`config.mk`:
```
export PLATFORM = sky130hd
export DESIGN_NAME = sram_ctl
export DESIGN_NICKNAME = d
export VERILOG_FILES = /design/src/logic/sram_ctl_pkg.sv /design/src/logic/sram_dly_cnt.sv /design/src/logic/sram_ctl.sv
export VERILOG_INCLUDE_DIRS = /design/src /design/src/logic
export SDC_FILE = /design/constraint.sdc
export NUM_CORES = 1
export LEC_CHECK = 0
export ABC_AREA = 1
export BUFFER_PORTS_ARGS = -buffer_cell sky130_fd_sc_hd__buf_2
export CAP_MARGIN = 20
export CORE_MARGIN = 4
export CORE_UTILIZATION = 50
export CTS_BUF_LIST = sky130_fd_sc_hd__clkbuf_16
export CTS_CLUSTER_DIAMETER = 40
export DETAILED_ROUTE_END_ITERATION = 7
export PLACE_DENSITY = 0.86
export SYNTH_ARGS = -nofsm -noshare
export SYNTH_HDL_FRONTEND = slang
export SYNTH_SLANG_ARGS = --single-unit
```
`constraint.sdc`:
```
create_clock -name clk_i -period 4.54 [get_ports clk_i]
set_input_delay 0.454 -clock clk_i [delete_from_list [all_inputs] [get_ports clk_i]]
set_output_delay 0.454 -clock clk_i [all_outputs]
set_load 0.01 [all_outputs]
```
`src/logic/sram_ctl_defines.svh`:
```
/*
 Timing and geometry constants for the asynchronous 128K x 8 memory
 controller. Assumes a 20 MHz controller clock (50 ns period).
*/
`ifndef SRAM_CTL_DEFINES_SVH
`define SRAM_CTL_DEFINES_SVH
`define CLK_PERIOD_NS 50
`define ADDR_W 17
`define DATA_W 8
`define WORD_COUNT 131072
// Device timing figures in ns, fastest grade
`define SELECT_TO_DATA_DELAY_NS 12
`define DATA_HOLD_AFTER_ADDRESS_CHANGE_NS 4
`define OUTPUT_ENABLE_TO_DATA_DELAY_NS 6
`define SELECT_BEFORE_WRITE_END_NS 10
`define ADDRESS_BEFORE_WRITE_END_NS 9
`define ADDRESS_AFTER_WRITE_END_NS 0
`define DESELECT_TO_LOW_POWER_NS 12
`define WRITE_STROBE_TO_BUS_RELEASE_NS 6
`define DESELECT_BEFORE_RETENTION_NS 0
`define READ_CYCLE_NS 12
// Least times round up, never below one cycle
`define NS_TO_CYC(ns) (((ns) + `CLK_PERIOD_NS - 1) / `CLK_PERIOD_NS < 1 ? \
    1 : ((ns) + `CLK_PERIOD_NS - 1) / `CLK_PERIOD_NS)
`define READ_WAIT_CYC `NS_TO_CYC(`SELECT_TO_DATA_DELAY_NS)
`define WRITE_PULSE_CYC `NS_TO_CYC(`SELECT_BEFORE_WRITE_END_NS)
`define BUS_RELEASE_CYC `NS_TO_CYC(`WRITE_STROBE_TO_BUS_RELEASE_NS)
`define RECOVERY_CYC `NS_TO_CYC(`READ_CYCLE_NS)
`define CNT_W 4
`endif

```
`src/logic/sram_ctl_pkg.sv`:
```
/*
 Types shared by the memory controller files.
 Assumes sram_ctl_defines.svh is on the include path.
*/
`include "sram_ctl_defines.svh"
`default_nettype none
package sram_ctl_pkg;
    // Pins towards the memory, all strobes active low
    typedef struct packed {
        logic [`ADDR_W-1:0] word_address;
        logic chip_sel_n;
        logic out_en_n;
        logic write_n;
    } mem_ctrl_t;
    // User request
    typedef struct packed {
        logic write;
        logic [`ADDR_W-1:0] addr;
        logic [`DATA_W-1:0] wdata;
    } mem_req_t;
    typedef enum logic [5:0] {
        ST_IDLE = 6'h01,
        ST_RD_WAIT = 6'h02,
        ST_WR_SETUP = 6'h04,
        ST_WR_PULSE = 6'h08,
        ST_WR_END = 6'h10,
        ST_RETAIN = 6'h20
    } ctl_state_t;
endpackage
`default_nettype wire

```
`src/logic/sram_dly_cnt.sv`:
```
/*
 Down counter that times strobe phases in whole clock cycles.
 Assumes a synchronous load from the controller state machine.
*/
`include "sram_ctl_defines.svh"
`default_nettype none
module sram_dly_cnt (
    input wire logic clk_i,
    input wire logic rst_n_i,
    input wire logic load_i,
    input wire logic [`CNT_W-1:0] value_i,
    output logic done_o
);
    logic [`CNT_W-1:0] cnt_q;
    logic [`CNT_W-1:0] cnt_d;

    // Load wins, otherwise count down to zero and hold
    always_comb
    begin
        cnt_d = cnt_q;
        if (load_i)
            cnt_d = value_i;
        else if (cnt_q != 4'h0)
            cnt_d = cnt_q - 4'h1;
    end

    always_ff @(posedge clk_i or negedge rst_n_i)
    begin
        if (!rst_n_i)
            cnt_q <= 4'h0;
        else
            cnt_q <= cnt_d;
    end

    // Done reads the count only: a load that is decided on done must not
    // feed back into done, or the write setup state forms a loop
    assign done_o = (cnt_q == 4'h0);
endmodule // sram_dly_cnt
`default_nettype wire

```
`src/logic/sram_ctl.sv`:
```
/*
 Clocked controller for an asynchronous 128K x 8 static memory: turns
 single read and write requests into chip select, output enable and
 write strobe sequences. Assumes the memory pins are joined directly,
 the bench resolves the shared data bus from the enable.
*/
// Notes on behaviour
// - Write while select and write strobe low
// - Read: strobe high, select and enable low
// - Write spans both strobes' overlap
// - 131072 words, 17-bit address, 8-bit bus
// - Select low 10 ns before write end
// - Address stable 9 ns before write end
// - Address held through write end
// - Address valid by select assertion
// - Deselect before retention; wait after recovery
`include "sram_ctl_defines.svh"
`default_nettype none
module sram_ctl (
    input wire logic clk_i,
    input wire logic rstn_i,
    input wire logic req_valid_i,
    input wire sram_ctl_pkg::mem_req_t req_i,
    output logic req_ready_o,
    output logic rd_valid_o,
    output logic [`DATA_W-1:0] rd_data_o,
    input wire logic retain_i,
    output logic retain_ok_o,
    output sram_ctl_pkg::mem_ctrl_t mem_o,
    output logic [`DATA_W-1:0] dq_o,
    output logic dq_oe_o,
    input wire logic [`DATA_W-1:0] dq_i
);
    import sram_ctl_pkg::*;

    logic rst_meta_q;
    logic rst_n_q;
    logic [`DATA_W-1:0] dq_meta_q;
    logic [`DATA_W-1:0] dq_sync_q;
    logic ret_meta_q;
    logic ret_sync_q;

    // Reset release and pin inputs each pass two flops
    always_ff @(posedge clk_i or negedge rstn_i)
    begin
        if (!rstn_i)
        begin
            rst_meta_q <= 1'b0;
            rst_n_q <= 1'b0;
        end
        else
        begin
            rst_meta_q <= 1'b1;
            rst_n_q <= rst_meta_q;
        end
    end

    always_ff @(posedge clk_i or negedge rst_n_q)
    begin
        if (!rst_n_q)
        begin
            dq_meta_q <= 8'h00;
            dq_sync_q <= 8'h00;
            ret_meta_q <= 1'b0;
            ret_sync_q <= 1'b0;
        end
        else
        begin
            dq_meta_q <= dq_i;
            dq_sync_q <= dq_meta_q;
            ret_meta_q <= retain_i;
            ret_sync_q <= ret_meta_q;
        end
    end

    ctl_state_t state_q, state_d;
    mem_ctrl_t mem_q, mem_d;
    logic [`DATA_W-1:0] dq_q, dq_d;
    logic dq_oe_q, dq_oe_d;
    logic ready_q, ready_d;
    logic rd_valid_q, rd_valid_d;
    logic [`DATA_W-1:0] rd_data_q, rd_data_d;
    logic retain_ok_q, retain_ok_d;
    logic cnt_load;
    logic [`CNT_W-1:0] cnt_val;
    logic cnt_done;

    // Delay timer; synchroniser adds two cycles on top of the count
    sram_dly_cnt u_dly (
        .clk_i(clk_i),
        .rst_n_i(rst_n_q),
        .load_i(cnt_load),
        .value_i(cnt_val),
        .done_o(cnt_done)
    );

    // Sequencer: every timed phase lasts one cycle more than its loaded count
    always_comb
    begin
        state_d = state_q;
        mem_d = mem_q;
        dq_d = dq_q;
        dq_oe_d = dq_oe_q;
        ready_d = 1'b0;
        rd_valid_d = 1'b0;
        rd_data_d = rd_data_q;
        retain_ok_d = retain_ok_q;
        cnt_load = 1'b0;
        cnt_val = 4'h0;
        case (state_q)
            ST_IDLE:
            begin
                mem_d.chip_sel_n = 1'b1;
                mem_d.out_en_n = 1'b1;
                mem_d.write_n = 1'b1;
                dq_oe_d = 1'b0;
                ready_d = !ret_sync_q;
                if (ret_sync_q)
                begin
                    state_d = ST_RETAIN;
                    retain_ok_d = 1'b1;
                    ready_d = 1'b0;
                end
                else if (req_valid_i && ready_q)
                begin
                    ready_d = 1'b0;
                    // Address set with select, never after it
                    mem_d.word_address = req_i.addr;
                    mem_d.chip_sel_n = 1'b0;
                    cnt_load = 1'b1;
                    if (req_i.write)
                    begin
                        // Write strobe waits two cycles for the address
                        dq_d = req_i.wdata;
                        state_d = ST_WR_SETUP;
                        cnt_val = 4'(`BUS_RELEASE_CYC);
                    end
                    else
                    begin
                        mem_d.out_en_n = 1'b0;
                        state_d = ST_RD_WAIT;
                        cnt_val = 4'(`READ_WAIT_CYC + 2);
                    end
                end
            end
            ST_RD_WAIT:
                // Sample only after access time plus synchroniser lag
                if (cnt_done)
                begin
                    rd_data_d = dq_sync_q;
                    rd_valid_d = 1'b1;
                    mem_d.chip_sel_n = 1'b1; // address kept stable
                    mem_d.out_en_n = 1'b1;
                    state_d = ST_IDLE;
                end
            ST_WR_SETUP:
                if (cnt_done)
                begin
                    mem_d.write_n = 1'b0;
                    dq_oe_d = 1'b1;
                    cnt_load = 1'b1;
                    cnt_val = 4'(`WRITE_PULSE_CYC);
                    state_d = ST_WR_PULSE;
                end
            ST_WR_PULSE:
                if (cnt_done)
                begin
                    // Write strobe ends first; select and data held
                    mem_d.write_n = 1'b1;
                    state_d = ST_WR_END;
                end
            ST_WR_END:
            begin
                mem_d.chip_sel_n = 1'b1;
                dq_oe_d = 1'b0;
                state_d = ST_IDLE;
            end
            ST_RETAIN:
                // Stay deselected; recover one read cycle after release
                if (!ret_sync_q && retain_ok_q)
                begin
                    retain_ok_d = 1'b0;
                    cnt_load = 1'b1;
                    cnt_val = 4'(`RECOVERY_CYC);
                end
                else if (!ret_sync_q && cnt_done)
                    state_d = ST_IDLE;
            default:
                state_d = ST_IDLE;
        endcase
    end

    always_ff @(posedge clk_i or negedge rst_n_q)
    begin
        if (!rst_n_q)
        begin
            state_q <= ST_IDLE;
            mem_q <= {17'h00000, 1'b1, 1'b1, 1'b1};
            dq_q <= 8'h00;
            dq_oe_q <= 1'b0;
            ready_q <= 1'b0;
            rd_valid_q <= 1'b0;
            rd_data_q <= 8'h00;
            retain_ok_q <= 1'b0;
        end
        else
        begin
            state_q <= state_d;
            mem_q <= mem_d;
            dq_q <= dq_d;
            dq_oe_q <= dq_oe_d;
            ready_q <= ready_d;
            rd_valid_q <= rd_valid_d;
            rd_data_q <= rd_data_d;
            retain_ok_q <= retain_ok_d;
        end
    end

    assign mem_o = mem_q;
    assign dq_o = dq_q;
    assign dq_oe_o = dq_oe_q;
    assign req_ready_o = ready_q;
    assign rd_valid_o = rd_valid_q;
    assign rd_data_o = rd_data_q;
    assign retain_ok_o = retain_ok_q;
endmodule // sram_ctl
`default_nettype wire

```
* After elaboration in Yosys (flattened, before gate mapping)
Index checks and enable logic that the tools add are counted.
W data, S select, Z words.
** Operators by class
- Add/sub/neg operators :: 1
- Multipliers :: 0
- Divide/modulo/power cells :: 0
- $lt $le $gt $ge :: 0
- Equal/unequal tests :: 14
- Shift operators :: 0
- Mux-type cells :: 39
- Bitwise operators :: 1
- Reduce and logical (&&, ||, !) cells :: 22
** Operators with widths (number)
- $mux W6 :: 7
- $pmux W6 S5 :: 1
- $mux W1 :: 15
- $ne A2 B2 Y1 const B :: 7
- $mux W2 :: 6
- $pmux W1 S3 :: 3
- $reduce_and A3 Y1 :: 3
- $mux W4 :: 2
- $reduce_and A2 Y1 :: 4
- $reduce_bool A2 Y1 :: 4
- $eq A6 B1 Y1 const B :: 1
- $eq A6 B2 Y1 const B :: 1
- $eq A6 B3 Y1 const B :: 1
- $eq A6 B4 Y1 const B :: 1
- $eq A6 B5 Y1 const B :: 1
- $eq A6 B6 Y1 const B :: 1
- $pmux W1 S2 :: 3
- $pmux W2 S3 :: 1
- $reduce_and A6 Y1 :: 1
- $reduce_bool A3 Y1 :: 2
- $logic_not A4 Y1 :: 1
- $reduce_and A4 Y1 :: 1
- $reduce_bool A4 Y1 :: 1
- $sub A4 B1 Y4 const B :: 1
- other kinds (6) :: 8
** Storage, ports and cells
- Register bits :: 70
- Bits in latches :: 0
- Memory bits (writable) :: 0
- Memory bits (read-only) :: 0
- Bits of input ports :: 38
- Output and inout bits :: 40
- Logic and storage cells :: 95
- Memories kept :: 0

* Longest topological paths before layout
Gate-level depths: netlist of run 1.
- Depth in word-level cells :: 5
- Gate-level depth with buffers :: 8
- Gate-level depth less buffers :: 8

* Hierarchy
From an unflattened synthesis of run 1, not the netlist that was laid out.
** Second synthesis, totals
- Cells, all modules :: 286
- Area total of the unflattened synthesis :: 2698.8 sq um
** Modules (own cells, without submodules)
- sram_ctl :: times used 1, cells each 252, area an instance 2456.1 sq um, sequential area each 1656.6 sq um
- sram_dly_cnt :: times used 1, cells each 34, area an instance 242.7 sq um, sequential area each 100.1 sq um

* Least setup slack after synthesis of run 1
Ideal clock, no wire load.
- Path kind :: register to register
- Start :: reg u_dly.cnt_q[0]
- End :: reg u_dly.cnt_q[1]
- Setup time :: 73 ps
- Arrival time :: 1241 ps
- Data required time :: 4467 ps
- Setup slack :: 3226 ps
- Stages on the path, launching flop included :: 9
- Buffers on the path :: 0
- Clock period less this slack :: 1314 ps
- Path through :: dfrtp_1 inv_1 ha_1 nand2_1 nor2_4 nand3_1 nand3_2 nor2_1 a21oi_2
** Between the ends
- Cells in the longest elaborated chain, start to end :: 4
- Elaborated cells between the ends (all ways) :: 8
- Those cells by class :: add/sub: 1; mux: 4; reduce/logical: 3
** RTL lines
- start: declaration :: RTL line sram_dly_cnt.sv:14 : logic [`CNT_W-1:0] cnt_q;
- start signal: assignment :: RTL line sram_dly_cnt.sv:32 : cnt_q <= cnt_d;
- parallel branches: the longest is 4 deep, another holds $sub A4 B1 Y4
Parallel ways; which one is timed is not known. The select of a mux whose other input is x is not followed.
A chain may end at the register's enable or synchronous reset.

* Worst setup path in the final report of run 1
- Start :: reg state_q[0]
- End :: reg dq_q[6] (netlist: dq_o[6])
** Between the ends
- Cells in the longest elaborated chain, start to end :: 2
** RTL lines
- start: declaration :: RTL line sram_ctl.sv:76 : ctl_state_t state_q, state_d;
- start signal: assignment :: RTL line sram_ctl.sv:208 : state_q <= state_d;
- $eq A6 B1 Y1 :: RTL line sram_ctl.sv:110 : case (state_q)
- $reduce_and A4 Y1 (no line)
- end signal: assignment :: RTL line sram_ctl.sv:210 : dq_q <= dq_d;
- end: declaration :: RTL line sram_ctl.sv:78 : logic [`DATA_W-1:0] dq_q, dq_d;
Every way passes these cells.

==> metrics.md, run 1 <==
| Metric | Value |
|---|---|
| Crit-path max cell delay | 0.55 ns |
| HP Start | dq_i[2] |
| Reg2reg end | dq_o[6] |
| Layout Skew | 0.006590 ns |
| Part of the power in combinational logic | 29.6% |
| Number of synthesized flops with an enable pin | 0 |
| Setup TNS | 0 ns |
| #FFs+latches synth | 70 |
| Placeable core area | 0.005205 mm² |
| Boundary pin count | 78 |
| Final WL | 5886 µm |
| Finished Layout Cells | 437 |
| Final setup vio count | 0 |
| Clk root buf | clkbuf_16 |
| Final WS setup | 2.511 ns |
| Die area | 0.006698 mm² |
| Worst Hold End | dq_meta_q[2] |
| Post-route cell area | 0.003448 mm² |
| Met1 Use GR | 24.62% |
| Ys async rst share | 100.0% |
| Internal power | 1.492 mW |
| Critical Path RT | 4.75 ns |
| Unrepaired setup endpoints after global routing | false |
| CTS tree | done |
| Initial antenna violation count | 0 |
| Grt met3 use | 4.715% |
| Placed instance area | 0.003147 mm² |
| CP arrival | 2.24 ns |
| 1st-iter DRT viols | 159 |
| Seq/Total Area, Yosys | 64.43% |
| Clock-pin slew on the worst setup and hold paths | 0.06 ns |
| Most frequent cells in the layout | nand2_1, buf_2, dfrtp_1 |
| GRT overflow | 0 |
| Max-Slew Margin vs Limit | 52.24% |
| Sw frac | 34.26% |
| Yosys warns | 0 |
| Reg2reg start | state_q[0] |
| Vias/cell | 4.890 |
| Tmin final | 2.029 ns |
| Status | complete, no violations |
| Vias in the first global route | 2055 |
| Layout cell share with drive strength beyond 1 | 30.79% |
| CP endpoint kind | flop |
| TritonCTS Sinks | 70 |
| Detailed Place HPWL | 3950 µm |
| Sw power | 0.7773 mW |
| Syn Std Cell Area | 0.002726 mm² |
| Top_reg_cell synth | dfrtp_1 |
| H-tree depth | 3 |
| Crit share post-route | 44.69% |
| Measured slew at the worst slew-check pin | 0.7164 ns |
| Min-delay worst type | primary input to flop |
| I/O Buffers | 77 |
| Unique masters post-synth | 26 |
| Fillers | 385 |
| P_leak | 1.939 nW |
| Maxcap violations | 0 |
| Most common cell after layout, fill and taps aside | nand2_1 |
| Die H | 81.84 µm |
| Detailed-route via count | 2137 |
| Nature of the critical path startpoint | flop |
| Syn_nets | 318 |
| CP max FO | 28 |
| FF-to-FF setup slack | 2.51 ns |
| Fmax | 492.9 MHz |
| Drt drc | 0 |
| Wire length per cell | 13.47 µm |
| DP Cell Count | 420 |
| DRT antenna net count | 0 |
| Clk_lat worst skew | 0.33 ns |
| Layout area overhead | 26.48% |
| Slew Viols, Final | 0 |
| Largest cells by area after synthesis | dfrtp_1, nand2_1, dfstp_2 |
| Synth top area share | 60.58% |
| Post-Synthesis Cells | 278 |
| Busiest grt layer | met2 |
| Clock buffer depth | 2 |
| Nets | 402 |
| Drt first pass iters | 4 |
| Site Rows | 26 |
| Clk pwr share | 29.9% |
| Setup repair bufs after CTS | 0 |
| Peak supply drop | 0.0004401 V |
| Post-synth top area cell | dfrtp_1 |
| N_diodes | 0 |
| Hold buffers post-CTS | 1 |
| Met2 Use GR | 32.07% |
| Crit path kind | flop to flop |
| Critical path's slowest cell | dfstp_2 |
| Avg Cell Area, Syn | 9.807 µm² |
| Worst slack at placement | 2.517 ns |
| All-layer global routing usage | 19.81% |
| GPL Wtd Cong | 0.8741 |
| Final Hold Violating Endpoints | 0 |
| Hold WS | 0.2273 ns |
| Worst hold path cell count | 1 |
| Cell depth of the worst flop-to-flop path | 7 |
| Die W | 81.84 µm |
| Pin count of the biggest net entering global routing | 36 |
| Pwr/cell area | 658.0 mW/mm² |
| First-pass GRT wire length | 9729 µm |
| Initial core utilization | 52.38% |
| Flop pwr share | 40.5% |
| PostCTS Resize Cnt | 0 |
| TritonCTS Buffers | 9 |
| Cells along the critical path | nand2_2, nor2_2, nand3_2, inv_4, nand2_2, nand2_1, nand2_1 |
[state kept, by name, summed over array words and instances, names as in the netlist, 4 cells and up]
register / flops
mem_o: 20
dq_meta_q: 8
dq_o: 8
dq_sync_q: 8
rd_data_o: 8
state_q: 6
u_dly.cnt_q: 4
[how the worst max path moves through the flow]
| stage | slack, ns | to | from | cells after the start |
|---|---|---|---|---|
| after detailed placement | 2.52 | dq_o[6] | req_valid_i | 8 |
| final | 2.51 | dq_o[6] | state_q[0] | 7 |
| after global routing | 2.38 | dq_o[6] | state_q[0] | 7 |
| after floorplan | 2.45 | dq_meta_q[0] | rst_n_q | 0 |
| after global placement | 2.60 | dq_o[7] | req_valid_i | 8 |
| after CTS | 2.50 | dq_o[6] | state_q[0] | 7 |
[Yosys cell counts (all sizes together) (2+ instances only)]
cell / number
nand3: 20
buf: 6
nand2: 115
nor3: 3
nand4: 3
a21oi: 5
nor2: 24
inv: 19
dfrtp: 66
ha: 2
o21ai: 5
dfstp: 4
[final cells by class]
class | count | area [µm²] | share of cell area (%)
Clock buffer | 9 | 225.2 | 6.531
Clock inverter | 7 | 66.31 | 1.923
Inverter | 19 | 73.82 | 2.141
Multi-Input combinational cell | 183 | 834.6 | 24.20
Sequential cell | 70 | 1758 | 50.98
Tap cell | 70 | 87.58 | 2.540
Timing Repair Buffer | 79 | 402.9 | 11.68
[kinds of logic after synthesis]
group	count (synthesis)	share of synthesized area [%]
simple gates	168	26.80
flops	70	64.43
buf+inv	25	4.956
compound gates	10	2.111
xor+xnor	2	0.6426
fa+ha+maj	2	0.9177
other cells	1	0.1375
[stage by stage]
step | utilization, % | power, mW
floorplan | - | 1.341
finish | 66.25 | 2.269
detailed placement | 60.46 | 1.580
CTS | 66.25 | 2.281
global placement | 60.46 | 1.554
global route | 66.25 | 2.408
[worst max-delay path: cells and delay by family, from the launching register on]
kind	cells	cell delay, ns
and+or+nand+nor	6	0.97
buffers and inverters	1	0.39
DFF	1	0.55
[power groups by stage]
stage	sequential [mW]	combinational, mW	clock, mW
floorplan	0.980	0.361	0
global placement	0.919	0.635	0
detailed placement	0.916	0.664	0
CTS	0.919	0.678	0.683
global route	0.939	0.750	0.719
finish	0.920	0.672	0.678
[layer usage]
| metal | up-vias | part of all wire, % |
|---|---|---|
| li1 | 1035 | - |
| met1 | 996 | 39 |
| met2 | 90 | 51 |
| met3 | 16 | 6.7 |
| met4 | 0 | 2.7 |
| met5 | - | 0 |
Note: power is estimated with default switching activity, not from simulation.
==> inputs of run 2 (changes only) <==
- clock period: 4.54 -> 2 ns (I/O delays scaled with it)
==> metrics.md, run 2 (same netlist as run 1, synthesis figures left out) <==
| Metric | Value |
|---|---|
| Status | complete, no violations |
| Clk_lat worst skew | 0.33 ns (about the same) |
| Sw power | 1.746 mW (+120%) |
| Most frequent cells in the layout | nand2_1, buf_2, dfrtp_1 |
| Nets | 414 (+3.0%) |
| Sw frac | 33.05% (-1.2 points) |
| First-pass GRT wire length | 10560 µm (+8.6%) |
| Drt first pass iters | 4 (unchanged) |
| Die area | 0.006698 mm² (unchanged) |
| TritonCTS Buffers | 9 (unchanged) |
| Internal power | 3.536 mW (+140%) |
| Setup TNS | 0 ns (unchanged) |
| Initial core utilization | 52.38% (unchanged) |
| Drt drc | 0 (unchanged) |
| Crit-path max cell delay | 0.55 ns (about the same) |
| Post-route cell area | 0.003597 mm² (+4.3%) |
| Clock buffer depth | 2 (unchanged) |
| Flop pwr share | 39.3% (-1.2 points) |
| CTS tree | done |
| Clock-pin slew on the worst setup and hold paths | 0.05 ns (about the same) |
| Worst slack at placement | 0.4205 ns (-2.096 ns) |
| DRT antenna net count | 0 (unchanged) |
| Crit path kind | flop to flop |
| All-layer global routing usage | 21.41% (+1.6 points) |
| Reg2reg start | state_q[0] |
| Min-delay worst type | primary input to flop |
| Initial antenna violation count | 0 (unchanged) |
| Final Hold Violating Endpoints | 0 (unchanged) |
| Max FFs per register | 20 (unchanged) |
| Die H | 81.84 µm (unchanged) |
| Final WL | 6199 µm (+5.3%) |
| Clk root buf | clkbuf_16 |
| Measured slew at the worst slew-check pin | 0.5514 ns (-0.1650 ns) |
| Detailed Place HPWL | 4192 µm (+6.1%) |
| GPL Wtd Cong | 0.9091 (+4.0%) |
| 1st-iter DRT viols | 134 (-16%) |
| P_leak | 2.014 nW (+3.8%) |
| Site Rows | 26 (unchanged) |
| Critical Path RT | 2.21 ns (-2.54 ns) |
| Final WS setup | 0.3820 ns (-2.129 ns) |
| CP endpoint kind | flop |
| Placeable core area | 0.005205 mm² (unchanged) |
| Pwr/cell area | 1468 mW/mm² (+120%) |
| Die W | 81.84 µm (unchanged) |
| Tmin final | 1.618 ns (-0.4109 ns) |
| Final setup vio count | 0 (unchanged) |
| Layout cell share with drive strength beyond 1 | 30.61% (-0.18 points) |
| Cells along the critical path | nand2_2, nor2_2, nand3_2, inv_4, nand2_2, nand2_1, nand2_1 |
| Layout Skew | 0.008847 ns (+0.002257 ns) |
| Maxcap violations | 0 (unchanged) |
| Vias/cell | 4.915 (+0.52%) |
| N_diodes | 0 (unchanged) |
| Most common cell after layout, fill and taps aside | nand2_1 |
| Wire length per cell | 13.81 µm (+2.5%) |
| Max-Slew Margin vs Limit | 63.24% (+11 points) |
| WP buf/inv | 1 (unchanged) |
| TritonCTS Sinks | 70 (unchanged) |
| Fmax | 618.0 MHz (+25%) |
| GRT overflow | 0 (unchanged) |
| Part of the power in combinational logic | 29.4% (-0.2 points) |
| Layout area overhead | 31.94% |
| Slew Viols, Final | 0 (unchanged) |
| CP max FO | 28 (unchanged) |
| CP startpoint | state_q[0] |
| Fillers | 376 (-2.3%) |
| Peak supply drop | 0.0008805 V (+100%) |
| Placed instance area | 0.003182 mm² (+1.1%) |
| Critical path's slowest cell | dfstp_2 |
| Crit share post-route | 80.90% (+36 points) |
| HP Start | req_i[12] |
| Clk pwr share | 31.3% (+1.4 points) |
| Nature of the critical path startpoint | flop |
| Pin count of the biggest net entering global routing | 32 (-11%) |
| Boundary pin count | 78 (unchanged) |
| I/O Buffers | 77 (unchanged) |
| Unrepaired setup endpoints after global routing | false |
| Vias in the first global route | 2311 (+12%) |
| CP arrival | 1.83 ns (-0.41 ns) |
| Detailed-route via count | 2207 (+3.3%) |
| CP delay by family, top | simple AND/OR/NAND/NOR gates |
| H-tree depth | 3 (unchanged) |
| PostCTS Resize Cnt | 0 (unchanged) |
==> run 2: metrics by stage <==
stage	total power [mW]	utilization [%]	hold WS [ns]	std cells
2_1_floorplan	3.043	-	-0.09559	278
3_3_place_gp	3.536	61.13	-0.007404	423
3_5_place_dp	3.611	61.13	-0.007752	423
4_1_cts	5.316	69.11	0.05969	449
5_1_grt	5.617	69.11	0.06972	449
6_report	5.282	69.11	0.06977	449
==> run 2: power groups by stage <==
stage / combinational (mW) / clock, mW / sequential, mW
after global routing: 1.74 / 1.74 / 2.13
after detailed placement: 1.53 / 0 / 2.08
after global placement: 1.45 / 0 / 2.08
after floorplan: 0.818 / 0 / 2.22
final: 1.56 / 1.65 / 2.07
after CTS: 1.56 / 1.68 / 2.07
==> run 2: worst paths after layout <==
| check | end | slack, ns | depth (start not counted) |
|---|---|---|---|
| max in group asynchronous | state_q[0] | 1.12 | 1 |
| max reg2reg | dq_o[5] | 0.38 | 7 |
| min | mem_o[7] | 0.07 | 3 |
| max | dq_o[5] | 0.38 | 7 |
| min in group asynchronous | rst_meta_q | 0.19 | 2 |
| min reg2reg | mem_o[4] | 0.26 | 0 |
==> run 2: area by class of cell <==
type                            count  area (µm²)  area share [%]
Timing Repair Buffer               91       528.0           14.68
Sequential cell                    70        1758           48.87
Clock inverter                      7       90.09           2.504
Inverter                           19       73.82           2.052
Clock buffer                        9       225.2           6.261
Tap cell                           70       87.58           2.435
Multi-Input combinational cell    183       834.6           23.20
==> run 2: tightest hold or removal path, delay by kind of cell <==
family	cells	cell delay [ns]
buf+inv	1	0.07
simple gates	2	0.09
==> run 2: layer usage <==
metal  global-route usage, %  up-vias  wire length (µm)
li1                        -     1057                 -
met1                   25.76     1071              2448
met4                   10.13        0               121
met5                       0        -                 0
met3                   5.044       11               364
met2                   36.19       68              3265
==> run 2: what timing repair did <==
action / 4_1_cts / 5_1_grt
buffers inserted: 0 / 0
hold buffers: 10 / 0
hold endpoints to repair: 11 / 0
==> inputs of run 3 (changes only) <==
- clock period: 2 -> 1.68 ns (I/O delays scaled with it)
==> metrics.md, run 3 (same netlist as run 1, synthesis figures left out) <==
| Metric | Value |
|---|---|
| All-layer global routing usage | 20.64% (-0.77 points) |
| H-tree depth | 3 (unchanged) |
| Wire length per cell | 13.76 µm (-0.30%) |
| P_leak | 2.029 nW (+0.74%) |
| Finished Layout Cells | 450 (+0.22%) |
| Status | complete, no violations |
| Vias/cell | 4.918 (about the same) |
| Pwr Total | 6.511 mW (+23%) |
| Vias in the first global route | 2184 (-5.5%) |
| Drt drc | 0 (unchanged) |
| Fmax | 653.0 MHz (+5.7%) |
| Layout area overhead | 33.50% |
| Layout cell share with drive strength beyond 1 | 31.32% (+0.71 points) |
| Unrepaired setup endpoints after global routing | true |
| Critical Path RT | 1.90 ns (-0.31 ns) |
| Flop pwr share | 38.1% (-1.2 points) |
| Die area | 0.006698 mm² (unchanged) |
| Peak supply drop | 0.001059 V (+20%) |
| Internal power | 4.376 mW (+24%) |
| Site Rows | 26 (unchanged) |
| Cell depth of the worst flop-to-flop path | 7 (unchanged) |
| Nets | 415 (+0.24%) |
| Pwr/cell area | 1789 mW/mm² (+22%) |
| GRT overflow | 0 (unchanged) |
| Nature of the critical path startpoint | flop |
| Clock-pin slew on the worst setup and hold paths | 0.06 ns (about the same) |
| CP max FO | 8 (-71%) |
| Drt first pass iters | 5 (+1) |
| Setup TNS | 0 ns (unchanged) |
| Boundary pin count | 78 (unchanged) |
| TritonCTS Sinks | 70 (unchanged) |
| Detailed-route via count | 2213 (+0.27%) |
| CTS tree | done |
| N_diodes | 0 (unchanged) |
| CP arrival | 1.75 ns (-0.08 ns) |
| Layout Skew | 0.004530 ns (-0.004316 ns) |
| Final core occ | 69.93% (+0.82 points) |
| Most common cell after layout, fill and taps aside | nand2_1 |
| Initial antenna violation count | 0 (unchanged) |
| Part of the power in combinational logic | 28.5% (-0.9 points) |
| Final setup vio count | 0 (unchanged) |
| Placeable core area | 0.005205 mm² (unchanged) |
| DP Cell Count | 424 (+0.24%) |
| TritonCTS Buffers | 9 (unchanged) |
| Final Hold Violating Endpoints | 0 (unchanged) |
| Worst hold path cell count | 3 (unchanged) |
| Clock buffer depth | 2 (unchanged) |
| GPL Wtd Cong | 0.9033 (-0.64%) |
| Max FFs per register | 20 (unchanged) |
| Most frequent cells in the layout | nand2_1, buf_2, dfrtp_1 |
| Tmin final | 1.531 ns (-0.08658 ns) |
| Initial core utilization | 52.38% (unchanged) |
| Final WL | 6194 µm (about the same) |
| Clk pwr share | 33.4% (+2.1 points) |
| Hold WS | 0.03425 ns (-0.03551 ns) |
| Sw frac | 32.78% (-0.27 points) |
| Detailed Place HPWL | 4275 µm (+2.0%) |
| 1st-iter DRT viols | 129 (-3.7%) |
| CP endpoint kind | flop |
| Min-delay worst type | primary input to flop |
| Die W | 81.84 µm (unchanged) |
| Maxcap violations | 0 (unchanged) |
| Clk_lat worst skew | 0.33 ns (about the same) |
| Pin count of the biggest net entering global routing | 35 (+9.4%) |
| I/O Buffers | 77 (unchanged) |
| First-pass GRT wire length | 10320 µm (-2.3%) |
| Clk root buf | clkbuf_16 |
| Crit path kind | flop to flop |
| DRT antenna net count | 0 (unchanged) |
| Slew Viols, Final | 0 (unchanged) |
| Crit share post-route | 91.16% (+10 points) |
| Sw power | 2.134 mW (+22%) |
| Die H | 81.84 µm (unchanged) |
==> run 3: cell types whose count changed in the layout (fill, tap and decap cells not counted) <==
cell | previous run | this run
nand3_2 | 3 | 4
inv_1 | 19 | 18
nand3_1 | 17 | 16
inv_6 | 1 | 2
bufinv_16 | 2 | 3
clkinv_2 | 1 | 0
buf_4 | 3 | 4
==> run 3: final timing paths <==
| kind | endpoint | slack (ns) | start |
|---|---|---|---|
| max | rd_data_o[5] | 0.15 | u_dly.cnt_q[0] |
| min | mem_o[4] | 0.03 | req_i[9] |
| max reg2reg | rd_data_o[5] | 0.15 | u_dly.cnt_q[0] |
| min reg2reg | dq_sync_q[5] | 0.22 | rst_n_q |
| max in group asynchronous | mem_o[0] | 0.81 | rst_n_q |
| min in group asynchronous | rst_meta_q | 0.17 | rstn_i |
==> run 3: layer usage <==
layer	up-vias	GRT usage [%]	share of wire, %	wire length, µm
li1	1062	-	-	-
met5	-	0	0	0
met2	90	35.70	51	3177
met3	14	5.373	6.5	401
met4	0	7.973	2.0	125
met1	1047	24.55	40	2489
==> run 3: final cells by class <==
type                       instances  area (µm²)
tap                               70       87.58
sequential                        70        1758
timing repair buffer              92       535.5
multi-input combinational        183       839.6
clock inverter                     7       120.1
inverter                          19       73.82
clock buffer                       9       225.2
fill                             382        1565
==> run 3: repair_timing <==
action | in CTS | in global routing
gates resized for setup | 0 | 1
buffers inserted | 0 | 0
endpoints found under the setup margin | 0 | 1
hold buffers | 10 | 0
hold endpoints to repair | 11 | 0
==> run 3: critical path, cell delays in order (launching register included) <==
cell and delay [ns]:
dfrtp_1 0.38, inv_1 0.12, ha_1 0.20, nand2_2 0.11, nor2_2 0.25, inv_1 0.20, nand2_1 0.11, nand2_1 0.05
==> run 3: per-stage QoR <==
stage          cell area (µm²)  setup WS [ns]
2_1_floorplan             2728         0.3662
3_5_place_dp              3189         0.1630
5_1_grt                   3640      0.0004698
4_1_cts                   3635         0.1418
6_report                  3640         0.1485
3_3_place_gp              3189         0.2489
==> run 3: power by group through the flow <==
stage                     sequential, mW  clock, mW  combinational (mW)
after floorplan                     2.65          0               0.974
after global placement              2.48          0                1.72
after detailed placement            2.48          0                1.84
after CTS                           2.48       2.20                1.86
after global routing                2.54       2.28                2.08
final                               2.48       2.17                1.86
